[config.mk]
export PLATFORM = sky130hd
export DESIGN_NAME = lhr_limp_home_ctrl
export DESIGN_NICKNAME = d
export VERILOG_FILES = /design/src/rtl/lhr_pkg.sv /design/src/rtl/lhr_limp_home_ctrl.sv /design/src/rtl/lhr_stage_counter.sv
export SDC_FILE = /design/constraint.sdc
export NUM_CORES = 1
export LEC_CHECK = 0
export BUFFER_PORTS_ARGS = -buffer_cell sky130_fd_sc_hd__buf_4
export CORE_AREA = 2 2 81 83
export CTS_BUF_LIST = sky130_fd_sc_hd__clkbuf_8
export CTS_CLUSTER_SIZE = 40
export DETAILED_ROUTE_END_ITERATION = 12
export DIE_AREA = 0 0 83 85
export GPL_ROUTABILITY_DRIVEN = 1
export GPL_TIMING_DRIVEN = 0
export PLACE_DENSITY_LB_ADDON = 0.08
export REMOVE_ABC_BUFFERS = 1
export SYNTH_ARGS = -nofsm -noshare
export SYNTH_HDL_FRONTEND = slang
export SYNTH_SLANG_ARGS = --single-unit
[constraint.sdc]
create_clock -name pclk -period 4 [get_ports pclk]
set_input_delay 0.8 -clock pclk [delete_from_list [all_inputs] [get_ports pclk]]
set_output_delay 0.8 -clock pclk [all_outputs]
set_load 0.1 [all_outputs]
[src/rtl/lhr_pkg.sv]
// constants and types for the limp-home and stop recovery block
// Overview of operation
// - reset sets monitor, pll power; clears disable
// - powering up without external clock enters fallback
// - fallback forces pll select, module clocks from pll
// - first counter half-count defines internal reset
// - clock seen during reset: leave fallback, release
// - no clock at release: fallback, set both flags
// - fallback polls monitor after 4096, then 8192
// - clock found: leave fallback, interrupt if enabled
// - no pll supply: no fallback, external clock only
// - delay bit adds half-count wait on stop exit
// - delay counter runs from slow divider output
// - reset, interrupt pins, key, can wake end stop
// - no fallback, monitor off: stop, external resume, delayed only with delay bit
// - no fallback, monitor on: stop causes monitor reset
// - fallback allowed: monitor masked in stop, forced after
// - delayed fallback exit checks monitor after wait
// - clock return clears status, sets change flag
// - no delay, no clock: run in fallback immediately
// - leaving fallback restores previous clock selects
// - good clock, no delay: no fallback, instant exit
// - pseudo halt keeps oscillator running, same wakes
package lhr_pkg;
   localparam logic [7:0] OFF_CTRL  = 8'h00;
   localparam logic [7:0] OFF_STAT  = 8'h04;
   localparam logic [7:0] OFF_SLOW  = 8'h08;
   localparam int         SLOW_W    = 6;
   localparam int         CNT_W_DEF = 13;

   typedef struct packed {
      logic auto_bw;
      logic fallback_irq_enable;
      logic pseudo_halt_enable;
      logic stop_exit_delay_enable;
      logic module_clk_select;
      logic bus_clk_pll_select;
      logic disable_fallback_mode;
      logic pll_power_on;
      logic forced_clock_monitor_enable;
      logic clock_monitor_enable;
   } lhr_ctrl_s;

   localparam int         CTRL_W   = $bits(lhr_ctrl_s);
   localparam lhr_ctrl_s  CTRL_RST = '{pll_power_on: 1'b1, clock_monitor_enable: 1'b1, default: 1'b0};

   localparam int STAT_ACTIVE = 0;
   localparam int STAT_CHANGE = 1;
   localparam int STAT_RESET  = 2;
   localparam int STAT_HALT   = 3;

   typedef struct packed {
      logic ext_irq_edge;
      logic nonmaskable_interrupt_pin;
      logic key_wake_j;
      logic key_wake_h;
      logic can_wake;
   } lhr_wake_s;

   typedef enum logic [1:0] {ST_RESET, ST_RUN, ST_STOP, ST_WAIT} lhr_state_e;
endpackage

[src/rtl/lhr_limp_home_ctrl.sv]
// limp-home clock supervision and stop recovery with apb registers
`timescale 1ns/1ps
module lhr_limp_home_ctrl
   import lhr_pkg::*;
#(
   parameter int CNT_W = lhr_pkg::CNT_W_DEF
) (
   // clock and reset
   input  wire logic             pclk,
   input  wire logic             presetn,
   // apb slave
   input  wire logic             psel,
   input  wire logic             penable,
   input  wire logic             pwrite,
   input  wire logic [7:0]       paddr,
   input  wire logic [31:0]      pwdata,
   output logic                  pready,
   output logic [31:0]           prdata,
   output logic                  pslverr,
   // supply, mode and clock sources
   input  wire logic             pll_supply,
   input  wire logic             normal_mode,
   input  wire logic             ext_reset,
   input  wire logic             clock_monitor_ok,
   input  wire logic             ext_clk_tick,
   input  wire logic             vco_tick,
   // cpu stop and wake-up
   input  wire logic             stop_exec,
   input  wire lhr_pkg::lhr_wake_s wake_src,
   // clock selects and status
   output logic                  internal_reset,
   output logic                  halted,
   output logic                  osc_enable,
   output logic                  fallback_active,
   output logic                  bus_clk_pll_select,
   output logic                  module_clk_select,
   output logic                  pll_power_on,
   output logic                  pll_clocks_modules,
   output logic                  clock_monitor_active,
   output logic                  cm_reset,
   output logic                  fallback_irq
);
   import lhr_pkg::*;

   if (CNT_W < 4 || CNT_W > 24)
   begin : g_bad_cnt_w
      $error("CNT_W out of range");
   end

   lhr_state_e         state_ff, nxt_state;
   lhr_ctrl_s          ctrl_ff;
   logic [SLOW_W-1:0]  slow_ff, slow_cnt_ff;
   logic               limp_ff, nxt_limp;
   logic               fallback_active_flag_ff, chg_ff;
   logic               pready_ff, pslverr_ff;
   logic [31:0]        prdata_ff;
   logic               set_change, cnt_clear, cm_rst_req, restart, por_pend_ff;
   logic               half_hit, xtick, src_tick, lh_allowed, cme_sw, wake;
   logic               wr_fire, rd_take;
   logic               internal_reset_ff, halted_ff, osc_enable_ff, fallback_active_ff;
   logic               bus_clk_pll_select_ff, mcs_ff, pll_on_ff, pll_mod_ff, cm_act_ff, cm_reset_ff, irq_ff;

   function automatic logic [31:0] rd_word(input logic [7:0] a);
      case (a)
         OFF_CTRL: rd_word = {{(32-CTRL_W){1'b0}}, ctrl_ff};
         OFF_STAT: rd_word = {28'h0000000, halted_ff, internal_reset_ff, chg_ff, fallback_active_flag_ff};
         OFF_SLOW: rd_word = {{(32-SLOW_W){1'b0}}, slow_ff};
         default:  rd_word = 32'h00000000;
      endcase
   endfunction

   function automatic logic mapped(input logic [7:0] a);
      mapped = (a == OFF_CTRL) || (a == OFF_STAT) || (a == OFF_SLOW);
   endfunction

   // fallback needs the pll supply and the software enable
   assign lh_allowed = pll_supply && !ctrl_ff.disable_fallback_mode;
   assign cme_sw     = ctrl_ff.clock_monitor_enable || ctrl_ff.forced_clock_monitor_enable;
   assign wake       = |wake_src;
   assign restart    = cm_rst_req || ext_reset || por_pend_ff;

   // apb: one wait state so every answer comes from a register
   assign wr_fire = psel && penable && pready_ff && pwrite;
   assign rd_take = psel && penable && !pready_ff;

   always_ff @(posedge pclk or negedge presetn)
   begin
      if (!presetn)
      begin
         pready_ff  <= 1'b0;
         prdata_ff  <= 32'h00000000;
         pslverr_ff <= 1'b0;
      end
      else
      begin
         pready_ff  <= rd_take;
         prdata_ff  <= (rd_take && !pwrite) ? rd_word(paddr) : 32'h00000000;
         pslverr_ff <= rd_take && !mapped(paddr);
      end
   end

   // control bits; any reset restores them
   always_ff @(posedge pclk or negedge presetn)
   begin
      if (!presetn)
      begin
         ctrl_ff <= CTRL_RST;
         slow_ff <= '0;
      end
      else if (restart)
      begin
         ctrl_ff <= CTRL_RST;
         slow_ff <= '0;
      end
      else if (wr_fire && paddr == OFF_CTRL)
         ctrl_ff <= pwdata[CTRL_W-1:0];
      else if (wr_fire && paddr == OFF_SLOW)
         slow_ff <= pwdata[SLOW_W-1:0];
   end

   // slow divider; without fallback the source is the external clock only
   assign src_tick = (limp_ff && pll_supply) ? vco_tick : ext_clk_tick;
   assign xtick    = src_tick && (slow_cnt_ff == slow_ff) && (state_ff != ST_STOP);

   always_ff @(posedge pclk or negedge presetn)
   begin
      if (!presetn)
         slow_cnt_ff <= '0;
      else if (state_ff == ST_STOP || xtick)
         slow_cnt_ff <= '0;
      else if (src_tick)
         slow_cnt_ff <= slow_cnt_ff + 1'b1;
   end

   lhr_stage_counter #(
      .CNT_W    (CNT_W)
   ) u_counter (
      .pclk     (pclk),
      .presetn  (presetn),
      .tick     (xtick),
      .clear    (cnt_clear),
      .half_hit (half_hit)
   );

   always_comb
   begin
      nxt_state  = state_ff;
      nxt_limp   = limp_ff;
      set_change = 1'b0;
      cnt_clear  = 1'b0;
      cm_rst_req = 1'b0;
      case (state_ff)
         ST_RESET:
         begin
            if (clock_monitor_ok)
               nxt_limp = 1'b0;
            if (half_hit)
            begin
               nxt_state  = ST_RUN;
               cnt_clear  = 1'b1;
               set_change = nxt_limp;
            end
         end
         ST_RUN:
         begin
            if (stop_exec)
            begin
               if (!lh_allowed && cme_sw)
                  cm_rst_req = 1'b1;
               else
                  nxt_state = ST_STOP;
            end
            else if (limp_ff)
            begin
               if (half_hit && clock_monitor_ok)
               begin
                  nxt_limp   = 1'b0;
                  set_change = 1'b1;
               end
            end
            else if (cme_sw && !clock_monitor_ok)
            begin
               if (lh_allowed)
               begin
                  nxt_limp   = 1'b1;
                  set_change = 1'b1;
                  cnt_clear  = 1'b1;
               end
               else
                  cm_rst_req = 1'b1;
            end
         end
         ST_STOP:
         begin
            if (wake)
            begin
               cnt_clear = 1'b1;
               if (!lh_allowed)
                  nxt_state = ctrl_ff.stop_exit_delay_enable ? ST_WAIT : ST_RUN;
               else if (ctrl_ff.stop_exit_delay_enable)
               begin
                  nxt_limp  = 1'b1;
                  nxt_state = ST_WAIT;
               end
               else if (clock_monitor_ok)
               begin
                  nxt_state  = ST_RUN;
                  nxt_limp   = 1'b0;
                  set_change = limp_ff;
               end
               else
               begin
                  nxt_limp   = 1'b1;
                  set_change = 1'b1;
                  nxt_state  = ST_RUN;
               end
            end
         end
         ST_WAIT:
         begin
            if (half_hit)
            begin
               cnt_clear = 1'b1;
               nxt_state = ST_RUN;
               if (limp_ff && clock_monitor_ok)
                  nxt_limp = 1'b0;
               else if (limp_ff)
                  set_change = 1'b1;
            end
         end
         default:
            nxt_state = ST_RESET;
      endcase
      if (restart)
      begin
         nxt_state  = ST_RESET;
         nxt_limp   = pll_supply && normal_mode;
         set_change = 1'b0;
         cnt_clear  = 1'b1;
      end
   end

   always_ff @(posedge pclk or negedge presetn)
   begin
      if (!presetn)
      begin
         state_ff <= ST_RESET;
         limp_ff  <= 1'b0;
      end
      else
      begin
         state_ff <= nxt_state;
         limp_ff  <= nxt_limp;
      end
   end

   // power-on: supply and mode are sampled on the first clocked cycle
   always_ff @(posedge pclk or negedge presetn)
   begin
      if (!presetn)
         por_pend_ff <= 1'b1;
      else
         por_pend_ff <= 1'b0;
   end

   // status flag follows fallback changes; change flag is sticky, set beats clear
   always_ff @(posedge pclk or negedge presetn)
   begin
      if (!presetn)
      begin
         fallback_active_flag_ff <= 1'b0;
         chg_ff   <= 1'b0;
      end
      else if (restart)
      begin
         fallback_active_flag_ff <= 1'b0;
         chg_ff   <= 1'b0;
      end
      else
      begin
         if (set_change)
            fallback_active_flag_ff <= nxt_limp;
         if (set_change)
            chg_ff <= 1'b1;
         else if (wr_fire && paddr == OFF_STAT && pwdata[STAT_CHANGE])
            chg_ff <= 1'b0;
      end
   end

   // outputs: all registered, so they trail the state by one cycle
   always_ff @(posedge pclk or negedge presetn)
   begin
      if (!presetn)
      begin
         internal_reset_ff  <= 1'b1;
         halted_ff          <= 1'b0;
         osc_enable_ff      <= 1'b1;
         fallback_active_ff <= 1'b0;
         bus_clk_pll_select_ff            <= 1'b0;
         mcs_ff             <= 1'b0;
         pll_on_ff          <= 1'b0;
         pll_mod_ff         <= 1'b0;
         cm_act_ff          <= 1'b0;
         cm_reset_ff        <= 1'b0;
         irq_ff             <= 1'b0;
      end
      else
      begin
         internal_reset_ff  <= (state_ff == ST_RESET);
         halted_ff          <= (state_ff == ST_STOP) || (state_ff == ST_WAIT);
         osc_enable_ff      <= (state_ff != ST_STOP) || ctrl_ff.pseudo_halt_enable;
         fallback_active_ff <= limp_ff;
         // software copies stay untouched in fallback, so exit restores them
         bus_clk_pll_select_ff            <= limp_ff || ctrl_ff.bus_clk_pll_select;
         mcs_ff             <= !limp_ff && ctrl_ff.module_clk_select;
         pll_on_ff          <= pll_supply && (limp_ff || ctrl_ff.pll_power_on);
         pll_mod_ff         <= limp_ff;
         cm_act_ff          <= limp_ff || (cme_sw && !(state_ff == ST_STOP && lh_allowed));
         cm_reset_ff        <= cm_rst_req;
         irq_ff             <= chg_ff && ctrl_ff.fallback_irq_enable;
      end
   end

   assign pready               = pready_ff;
   assign prdata               = prdata_ff;
   assign pslverr              = pslverr_ff;
   assign internal_reset       = internal_reset_ff;
   assign halted               = halted_ff;
   assign osc_enable           = osc_enable_ff;
   assign fallback_active      = fallback_active_ff;
   assign bus_clk_pll_select   = bus_clk_pll_select_ff;
   assign module_clk_select    = mcs_ff;
   assign pll_power_on         = pll_on_ff;
   assign pll_clocks_modules   = pll_mod_ff;
   assign clock_monitor_active = cm_act_ff;
   assign cm_reset             = cm_reset_ff;
   assign fallback_irq         = irq_ff;

   AST_FORCED_SELECTS: assert property (@(posedge pclk) disable iff (!presetn)
      limp_ff |=> bus_clk_pll_select_ff && !mcs_ff && pll_mod_ff)
      else $error("fallback clock selects not forced");

   AST_RESET_PERIOD: assert property (@(posedge pclk) disable iff (!presetn)
      $fell(internal_reset_ff) |-> $past(half_hit, 2))
      else $error("internal reset released without half count");

   AST_RELEASE_FALLBACK: assert property (@(posedge pclk) disable iff (!presetn)
      (state_ff == ST_RESET && half_hit && nxt_limp && !restart) |=> fallback_active_flag_ff && chg_ff ##1 internal_reset_ff == 1'b0)
      else $error("fallback release flags wrong");

   AST_CLOCK_RETURN: assert property (@(posedge pclk) disable iff (!presetn)
      (state_ff == ST_RUN && limp_ff && half_hit && clock_monitor_ok && !stop_exec && !restart)
      |=> !limp_ff && !fallback_active_flag_ff && chg_ff)
      else $error("clock return not handled");

   AST_STOP_MON_RESET: assert property (@(posedge pclk) disable iff (!presetn)
      (state_ff == ST_RUN && stop_exec && !lh_allowed && cme_sw) |=> cm_reset_ff && state_ff == ST_RESET)
      else $error("stop with monitor did not reset");

   AST_STOP_MASK: assert property (@(posedge pclk) disable iff (!presetn)
      (state_ff == ST_STOP && lh_allowed && !limp_ff) |=> !cm_act_ff)
      else $error("monitor not masked in stop");

   AST_FAST_CLEAN: assert property (@(posedge pclk) disable iff (!presetn)
      (state_ff == ST_STOP && wake && lh_allowed && !ctrl_ff.stop_exit_delay_enable && clock_monitor_ok
       && !restart) |=> state_ff == ST_RUN && !limp_ff ##1 !halted_ff && !fallback_active_flag_ff)
      else $error("fast recovery entered fallback");

   AST_IRQ_HOLD: assert property (@(posedge pclk) disable iff (!presetn)
      (chg_ff && ctrl_ff.fallback_irq_enable) |=> irq_ff)
      else $error("interrupt request missing");

   AST_NO_SUPPLY: assert property (@(posedge pclk) disable iff (!presetn)
      (!pll_supply && !limp_ff) |=> !limp_ff)
      else $error("fallback without pll supply");

   AST_DELAY_WAIT: assert property (@(posedge pclk) disable iff (!presetn)
      (state_ff == ST_STOP && wake && ctrl_ff.stop_exit_delay_enable && !restart) |=> state_ff == ST_WAIT ##1 halted_ff)
      else $error("delay wait skipped");
endmodule // lhr_limp_home_ctrl

[src/rtl/lhr_stage_counter.sv]
// free-running stage counter with half-count strobe
`timescale 1ns/1ps
module lhr_stage_counter #(
   parameter int CNT_W = 13
) (
   // clock and reset
   input  wire logic pclk,
   input  wire logic presetn,
   // control
   input  wire logic tick,
   input  wire logic clear,
   // status
   output logic      half_hit
);
   localparam logic [CNT_W-1:0] HALF_M1 = {1'b0, {(CNT_W-1){1'b1}}};
   logic [CNT_W-1:0] count_ff;

   always_ff @(posedge pclk or negedge presetn)
   begin
      if (!presetn)
         count_ff <= '0;
      else if (clear)
         count_ff <= '0;
      else if (tick)
         count_ff <= count_ff + 1'b1;
   end

   // strobe when the count reaches half span; wraps so it recurs every full span
   // clear stays out of the strobe: the controller derives clear from it, a loop otherwise
   assign half_hit = tick && (count_ff == HALF_M1);
endmodule // lhr_stage_counter

==> flow_summary.yaml, run 1 <==
finish:
  fillerInstances: 502
  multi_input_area_um2: 1700
  n_antenna_cell: 0
  drive_above_1_share: 0.293
  layout_common_cells: "dfrtp_1, buf_4, nor2_1"
  final_common_cell: "dfrtp_1"
  area_delta_synth_final_pct: 17.3
  layout.nets: 451
  seqCellArea_um2: 1580
critical_path:
  cp_num_buf_inv: 1
  crit_type: "primary input to flip-flop"
  crit_family: "simple AND/OR/NAND/NOR gates"
  reg2reg_slack_ns: 1.70
  path_max_fanout: 12
  crit_path_cell_trace: "buf_4 -> nor4_2 -> nand2_2 -> nor4_4 -> nor2b_1 -> a211o_1"
  startpoint_type: "primary input"
  slowest_stage: "nor4_4"
  cp-end-kind: "flip-flop"
  cpPeakStageDelay_ns: 0.82
  worstPathArrival_ns: 2.57
  required_ns: 4.27
sta:
  setup_viol: 0
  slew_headroom: 0.354
  slew_viol_final: 0
  fin_crit_ns: 2.30
  fin_worst_skew_ns: 0.0102
  rsz0062_at_grt: "no"
  fmax_ghz: 0.434
  setup_tns_ns: 0
  hold_viol: 0
  worst_slew_pin_slew_ns: 0.962
  period_share: 0.576
clocking:
  cts.repair.resized: 0
  clkTransAtPathRegs_ns: 0.07
  cts_tree: "built"
  postCtsSetupRepairBufs: 0
  clock_latency_ns: 0.34
  cts-buffers-inserted: 9
  cts-htree-levels: 3
  ctsHoldBuffers: 0
  cts_sinks: 63
  cts_buffer_depth: 2
  root_buffer: "clkbuf_8"
global_routing:
  grt_pass1_wl_um: 11700
  grt_antenna_before_repair: 0
  grt_use_total: 0.207
  grt_pass1_vias: 2484
  grt_remaining_overflow: 0
  grt_start_max_net_pins: 64
power:
  p_leak_uw: 0.00178
  ir_worst_vdd_mv: 0.340
  total_power_uw: 1740
  power-per-cell-area_nw_per_um2: 423
run_status:
  status: "completed"
logic_synthesis:
  netlist_area_um2: 3510
  synth_flop_cell: "dfrtp_1"
  ys_seq_area_frac: 0.451
  synthCells: 335
  yosys_warnings: 0
  ys_seq_elements: 63
  syn_avg_cell_area_um2: 10.5
  ys_async_sr_fraction: 1.00
  synth_edf_count: 0
  ys_types: 62
floorplanning:
  die_h_um: 85
  die_x_um: 83
  dieArea_um2: 7060
  start_util: 0.565
  fp.coreArea_um2: 6200
  num_rows: 29
  pin_count: 102
placed_design:
  io_buffers: 57
  place_hpwl_um: 4940
  gp_congestion: 0.842
detailed_routing:
  drc_errors: 0
  vias: 2502
  initialDrtViolationCount: 131
  finalWirelength_um: 6880
  viasPerCell: 5.32
  wl_per_cell_um: 14.6
  ant_nets: 0
  firstDrtPassIters: 4
job:
  cap_violations: 0
min_path:
  min_path_type: "flip-flop to flip-flop"
-- final cells by class --
| cell class | instances | share of cell area |
|---|---|---|
| clock buffer | 10 | 0.0334 |
| clock inverter | 6 | 0.0261 |
| inverter | 12 | 0.0109 |
| multi-input combinational | 244 | 0.414 |
| sequential | 63 | 0.385 |
| tap | 77 | 0.0234 |
| timing repair buffer | 58 | 0.108 |
-- state kept, by name (all words and copies together) (netlist names), 2 cells and up --
register and cells:
slow_ff 6, ctrl_ff 10, slow_cnt_ff 6, prdata 10, state_ff 2, u_counter.count_ff 13
-- kinds of logic after synthesis --
logic type      Yosys count  share of synthesized area
compound gates           42                     0.0921
xor+xnor                 22                     0.0571
fa+ha+maj                 6                     0.0214
buf+inv                  50                     0.0878
flops                    63                      0.451
mux                      23                     0.0656
other cells               1                    0.00107
simple gates            128                      0.224
-- cells in the mapped netlist (2+ instances only) --
library cell	n	share of area
nor4_4	3	0.018
a21oi_1	10	0.014
and3_1	2	0.0036
nor2b_1	9	0.016
o211ai_1	3	0.0064
nand4_1	6	0.011
and4_1	2	0.0050
buf_4	25	0.054
ha_1	6	0.021
dfstp_2	5	0.037
dfrtp_1	58	0.41
nor3_1	9	0.013
mux2i_1	23	0.066
o41ai_1	2	0.0050
a21o_1	3	0.0064
xor2_1	5	0.012
inv_1	12	0.013
buf_2	3	0.0043
nor4_2	7	0.025
a211o_1	2	0.0050
nor2_1	36	0.039
o21ai_0	3	0.0043
nand4_2	2	0.0071
nand2_1	9	0.0096
buf_1	2	0.0021
nand2b_1	2	0.0036
and2_1	6	0.011
nor2_2	12	0.021
or2_2	3	0.0054
o22ai_1	2	0.0036
xnor2_1	16	0.040
clkbuf_1	5	0.0054
buf_6	3	0.0096
nor4_1	3	0.0054
a311oi_1	2	0.0050
nand3_1	8	0.011
-- layer usage --
| metal | up-vias | global-route usage | wire (um) |
|---|---|---|---|
| li1 | 1226 | - | - |
| met1 | 1179 | 0.264 | 3070 |
| met2 | 88 | 0.337 | 3320 |
| met3 | 9 | 0.0554 | 411 |
| met4 | 0 | 0.0909 | 81 |
| met5 | - | 0 | 0 |
-- where the power goes --
part | switching (uW) | internal, uW
sequential | 32.4 | 662
combinational | 278 | 92.0
clock | 247 | 429
-- stage by stage --
stage,setup WS (ns),std cells,hold slack (ns),instance area [um2],util
floorplan,1.29,319,0.450,3330,-
global placement,0.487,453,0.466,3850,0.621
detailed placement,1.33,454,0.478,3870,0.624
CTS,1.69,470,0.499,4120,0.663
global route,1.45,470,0.517,4120,0.663
finish,1.70,470,0.493,4120,0.663
-- final timing paths --
kind,startpoint,end,depth (start not counted)
setup / recovery,paddr[5],ctrl_ff[0],6
hold / removal,ctrl_ff[9],prdata[9],1
setup reg to reg,limp_ff,fallback_active_flag_ff,5
hold reg to reg,ctrl_ff[9],prdata[9],1
max in group asynchronous,presetn,u_counter.count_ff[10],1
min in group asynchronous,presetn,prdata[4],1
Power figures use the tool's default switching activity.
==> run 2: changes to the inputs <==
--- a/config.mk
+++ b/config.mk
@@ -6,11 +6,11 @@
 export NUM_CORES = 1
 export LEC_CHECK = 0
 export BUFFER_PORTS_ARGS = -buffer_cell sky130_fd_sc_hd__buf_4
-export CORE_AREA = 2 2 81 83
+export CORE_AREA = 2 2 84 86
 export CTS_BUF_LIST = sky130_fd_sc_hd__clkbuf_8
 export CTS_CLUSTER_SIZE = 40
 export DETAILED_ROUTE_END_ITERATION = 12
-export DIE_AREA = 0 0 83 85
+export DIE_AREA = 0 0 86 88
 export GPL_ROUTABILITY_DRIVEN = 1
 export GPL_TIMING_DRIVEN = 0
 export PLACE_DENSITY_LB_ADDON = 0.08
==> constraint.sdc (replaced) <==
create_clock -name pclk -period 2.4 [get_ports pclk]
set_input_delay 0.48 -clock pclk [delete_from_list [all_inputs] [get_ports pclk]]
set_output_delay 0.48 -clock pclk [all_outputs]
set_load 0.1 [all_outputs]
==> run 2 against run 1 <==
Via count is 4.1% higher. Setup slack got worse by 1.5 ns. Die area increased by 7.3%. Register-to-register slack got worse by 1.5 ns. Worst hold slack got worse by 0.27 ns. Flip-flop and latch count unchanged. Cell count grew 2.3%. Global-route usage decreased by 1.5 points. Combinational power up 81%. Routed wire length is 3.2% higher. First-iteration DRC count is 8.4% higher.
==> flow_summary.yaml, run 2 (synthesis results as in run 1) <==
finish:
  drive_above_1_share: 0.307
  largest_reg_flops: 13
  postLayoutCoreUtil: 0.624
  final_common_cell: "buf_4"
  layout_common_cells: "buf_4, dfrtp_1, nor2_1"
  n_antenna_cell: 0
  fillerInstances: 565
  largest_register: "u_counter.count_ff"
  layout.nets: 459
  area_delta_synth_final_pct: 18.3
  fin_cells: 481
global_routing:
  grt_antenna_before_repair: 0
  grt_start_max_net_pins: 64
  grt_remaining_overflow: 0
  grt_use_total: 0.192
  grt_pass1_vias: 2374
  grt_pass1_wl_um: 11300
clocking:
  clkTransAtPathRegs_ns: 0.07
  ctsHoldBuffers: 0
  cts-htree-levels: 3
  clock_latency_ns: 0.33
  cts_buffer_depth: 2
  cts-buffers-inserted: 9
  cts_tree: "built"
  root_buffer: "clkbuf_8"
  cts_sinks: 63
power:
  p_comb_frac: 0.239
  p_switching_uw: 936
  seq_power_share: 0.411
  ir_worst_vdd_mv: 0.519
  p_leak_uw: 0.00180
  pwr-share-clk: 0.350
  p_int_uw: 1880
  p_sw_frac: 0.333
  power-per-cell-area_nw_per_um2: 678
sta:
  fin_crit_ns: 2.21
  fin_worst_skew_ns: 0.00784
  slew_headroom: 0.340
  rsz0062_at_grt: "no"
  slew_viol_final: 0
  worst_slew_pin_slew_ns: 0.983
  hold_viol: 0
  fmax_ghz: 0.453
  period_share: 0.921
  setup_viol: 0
critical_path:
  crit_type: "flip-flop to flip-flop"
  path_max_fanout: 16
  cp-end-kind: "flip-flop"
  worstPathArrival_ns: 2.41
  cpPeakStageDelay_ns: 0.52
  rr_worst_depth: 5
  cp_num_buf_inv: 0
  crit_start: "slow_cnt_ff[2]"
  slowest_stage: "nand4_2"
  startpoint_type: "flip-flop"
  required_ns: 2.60
  crit_family: "simple AND/OR/NAND/NOR gates"
  crit_path_cell_trace: "xnor2_1 -> nand4_2 -> nor4_1 -> o22a_2 -> nor2_1"
  worstReg2RegStart: "slow_cnt_ff[2]"
  reg2reg_slack_ns: 0.19
  critical_path_cell_count: 5
floorplanning:
  start_util: 0.528
  die_h_um: 88
  pin_count: 102
  num_rows: 30
  die_x_um: 86
  dieArea_um2: 7570
  fp.coreArea_um2: 6640
detailed_routing:
  drc_errors: 0
  vias: 2605
  initialDrtViolationCount: 142
  wl_per_cell_um: 14.8
  ant_nets: 0
  viasPerCell: 5.42
  finalWirelength_um: 7100
  firstDrtPassIters: 4
run_status:
  status: "completed"
job:
  cap_violations: 0
placed_design:
  dp_cells: 457
  gp_congestion: 0.920
  place_hpwl_um: 4980
  io_buffers: 57
min_path:
  min_path_type: "primary input to asynchronous set/reset pin"
[run 2: changes by cell type in the layout (fill, tap and decap cells not counted), sizes merged]
cell / change
buf: +8
clkinvlp: +1
inv: +1
clkbuf: -1
bufinv: -1
[run 2: final cells by class]
cell class | count | area (um2) | area share
Clock buffer | 9 | 124 | 0.0299
Clock inverter | 7 | 88.8 | 0.0214
Inverter | 12 | 45.0 | 0.0109
Multi-Input combinational cell | 244 | 1710 | 0.411
Sequential cell | 63 | 1580 | 0.381
Tap cell | 80 | 100 | 0.0241
Timing Repair Buffer | 66 | 503 | 0.121
[run 2: power groups by stage]
stage / logic [uW] / clock network [uW] / registers (uW)
2_1_floorplan: 425 / 0 / 1210
3_3_place_gp: 608 / 0 / 1180
3_5_place_dp: 617 / 0 / 1180
4_1_cts: 618 / 1000 / 1160
5_1_grt: 723 / 1050 / 1170
6_report: 671 / 984 / 1160
[run 2: per-layer routing]
layer | vias to the layer above | global-route usage | wire, um
met5 | - | 0 | 0
met4 | 0 | 0.0938 | 155
met3 | 15 | 0.0349 | 464
met2 | 109 | 0.312 | 3350
met1 | 1235 | 0.248 | 3130
li1 | 1246 | - | -
[run 2: final timing paths]
check	end
setup / recovery	u_counter.count_ff[2]
setup reg to reg	u_counter.count_ff[2]
hold reg to reg	prdata[9]
max in group asynchronous	u_counter.count_ff[6]
hold / removal	slow_ff[4]
min in group pclk	ctrl_ff[2]
[run 2: stage by stage]
step / area [um2] / setup TNS [ns] / total power, uW / hold slack [ns] / worst slack (ns)
final: 4150 / 0 / 2810 / 0.226 / 0.190
after global routing: 4150 / 0 / 2940 / 0.296 / 0.00131
after CTS: 4090 / 0 / 2780 / 0.256 / 0.104
after detailed placement: 3870 / -0.00939 / 1790 / 0.481 / -0.00733
after global placement: 3850 / -15.84 / 1780 / 0.468 / -0.815
after floorplan: 3330 / -0.747 / 1630 / 0.184 / -0.0668
[run 2: what timing repair did]
action / CTS / global route
endpoints found under the setup margin: 0 / 1
buffers inserted: 0 / 8
gates resized for setup: 0 / 1
==> run 3: changes to the inputs <==
--- a/config.mk
+++ b/config.mk
@@ -6,6 +6,7 @@
 export NUM_CORES = 1
 export LEC_CHECK = 0
 export BUFFER_PORTS_ARGS = -buffer_cell sky130_fd_sc_hd__buf_4
+export CAP_MARGIN = 0
 export CORE_AREA = 2 2 84 86
 export CTS_BUF_LIST = sky130_fd_sc_hd__clkbuf_8
 export CTS_CLUSTER_SIZE = 40
==> constraint.sdc (replaced) <==
create_clock -name pclk -period 2.3 [get_ports pclk]
set_input_delay 0.46 -clock pclk [delete_from_list [all_inputs] [get_ports pclk]]
set_output_delay 0.46 -clock pclk [all_outputs]
set_load 0.1 [all_outputs]
==> run 3 against run 2 <==
Clock power rose by 4%. Total power rose by 4.8%. Flip-flop and latch count did not move. Worst hold slack got worse by 0.019 ns. Non-clock buffer count did not move. Sequential power rose by 4%. Setup slack got worse by 0.015 ns. Combinational power rose by 7.0%. Routed wire length fell by 0.14%. Sequential share of layout area fell by 0.080 points. Via count fell by 0.50%. Critical path type unchanged.
==> flow_summary.yaml, run 3 (synthesis results as in run 1) <==
global_routing:
  grt_use_total: 0.192
  grt_start_max_net_pins: 64
  grt_antenna_before_repair: 0
  grt_pass1_wl_um: 11300
  grt_pass1_vias: 2374
  grt_remaining_overflow: 0
finish:
  largest_register: "u_counter.count_ff"
  area_delta_synth_final_pct: 18.6
  layout.nets: 459
  n_antenna_cell: 0
  drive_above_1_share: 0.307
  largest_reg_flops: 13
  final_common_cell: "buf_4"
  layout_common_cells: "buf_4, dfrtp_1, nor2_1"
  fin_cells: 481
clocking:
  cts-htree-levels: 3
  cts-buffers-inserted: 9
  clkTransAtPathRegs_ns: 0.07
  ctsHoldBuffers: 0
  root_buffer: "clkbuf_8"
  cts_buffer_depth: 2
  cts_tree: "built"
  cts_sinks: 63
  clock_latency_ns: 0.33
sta:
  slew_viol_final: 0
  hold_viol: 0
  fin_crit_ns: 2.12
  rsz0062_at_grt: "no"
  fmax_ghz: 0.471
  worst_slew_pin_slew_ns: 0.981
  period_share: 0.924
  fin_worst_skew_ns: 0.00815
  slew_headroom: 0.341
  setup_viol: 0
critical_path:
  worstPathArrival_ns: 2.34
  rr_worst_depth: 6
  path_max_fanout: 14
  startpoint_type: "flip-flop"
  cp-end-kind: "flip-flop"
  crit_type: "flip-flop to flip-flop"
  required_ns: 2.52
floorplanning:
  num_rows: 30
  die_x_um: 86
  dieArea_um2: 7570
  fp.coreArea_um2: 6640
  start_util: 0.528
  pin_count: 102
  die_h_um: 88
detailed_routing:
  firstDrtPassIters: 4
  viasPerCell: 5.39
  drc_errors: 0
  ant_nets: 0
  vias: 2592
  initialDrtViolationCount: 159
  wl_per_cell_um: 14.7
  finalWirelength_um: 7090
power:
  p_int_uw: 1970
  pwr-share-clk: 0.347
  p_comb_frac: 0.244
  power-per-cell-area_nw_per_um2: 709
  p_switching_uw: 979
  ir_worst_vdd_mv: 0.542
  p_sw_frac: 0.332
  p_leak_uw: 0.00181
  seq_power_share: 0.409
  total_power_uw: 2950
placed_design:
  io_buffers: 57
  place_hpwl_um: 4980
  dp_cells: 457
  gp_congestion: 0.920
job:
  cap_violations: 0
min_path:
  min_path_type: "primary input to asynchronous set/reset pin"
run_status:
  status: "completed"
run 3: changes by cell type in the layout (fill, tap and decap cells not counted):
cell and delta:
nand4_2 -1, nand4_4 +1
run 3: cell type report:
type | instances | area (um2)
Clock buffer | 9 | 124
Clock inverter | 7 | 88.8
Fill cell | 562 | 2490
Inverter | 12 | 45.0
Multi-Input combinational cell | 244 | 1710
Sequential cell | 63 | 1580
Tap cell | 80 | 100
Timing Repair Buffer | 66 | 503
run 3: power by group through the flow:
stage               Combinational (uW)  Clock (uW)  Sequential [uW]
finish                             718        1020             1210
global route                       774        1100             1220
CTS                                645        1050             1210
detailed placement                 644           0             1230
global placement                   634           0             1230
floorplan                          443           0             1260
run 3: worst paths after layout:
kind | start | end | slack (ns)
hold / removal | presetn | slow_ff[4] | 0.21
max in group asynchronous | presetn | u_counter.count_ff[6] | 1.57
hold reg to reg | ctrl_ff[9] | prdata[9] | 0.50
min in group pclk | pwdata[2] | ctrl_ff[2] | 0.35
setup reg to reg | limp_ff | state_ff[1] | 0.18
setup / recovery | limp_ff | state_ff[1] | 0.18
run 3: timing repair:
item,in CTS,in global routing
hold endpoints to repair,0,0
gates resized for setup,0,2
buffers inserted,0,8
endpoints found under the setup margin,0,17
run 3: metal layers:
layer | vias to the layer above | GRT usage | part of all wire
met4 | 0 | 0.0938 | 0.021
met1 | 1227 | 0.248 | 0.44
met2 | 107 | 0.312 | 0.47
met3 | 15 | 0.0349 | 0.066
li1 | 1243 | - | -
met5 | - | 0 | 0
run 3: per-stage QoR:
step	cell area (um2)	hold slack, ns	setup TNS [ns]	util	setup slack (ns)
after detailed placement	3870	0.481	-0.552	0.583	-0.0873
after floorplan	3330	0.164	-2.60	-	-0.167
final	4160	0.207	0	0.626	0.175
after CTS	4090	0.236	0	0.615	0.00423
after global routing	4160	0.276	0	0.626	0.0550
after global placement	3850	0.468	-18.48	0.580	-0.895
run 3: worst max-delay path, stage by stage, from the launching register on:
cell and delay, ns:
dfrtp_1 0.65, and3_2 0.31, o211ai_4 0.17, buf_4 0.20, o31ai_4 0.29, a21oi_1 0.12
a311oi_1 0.27
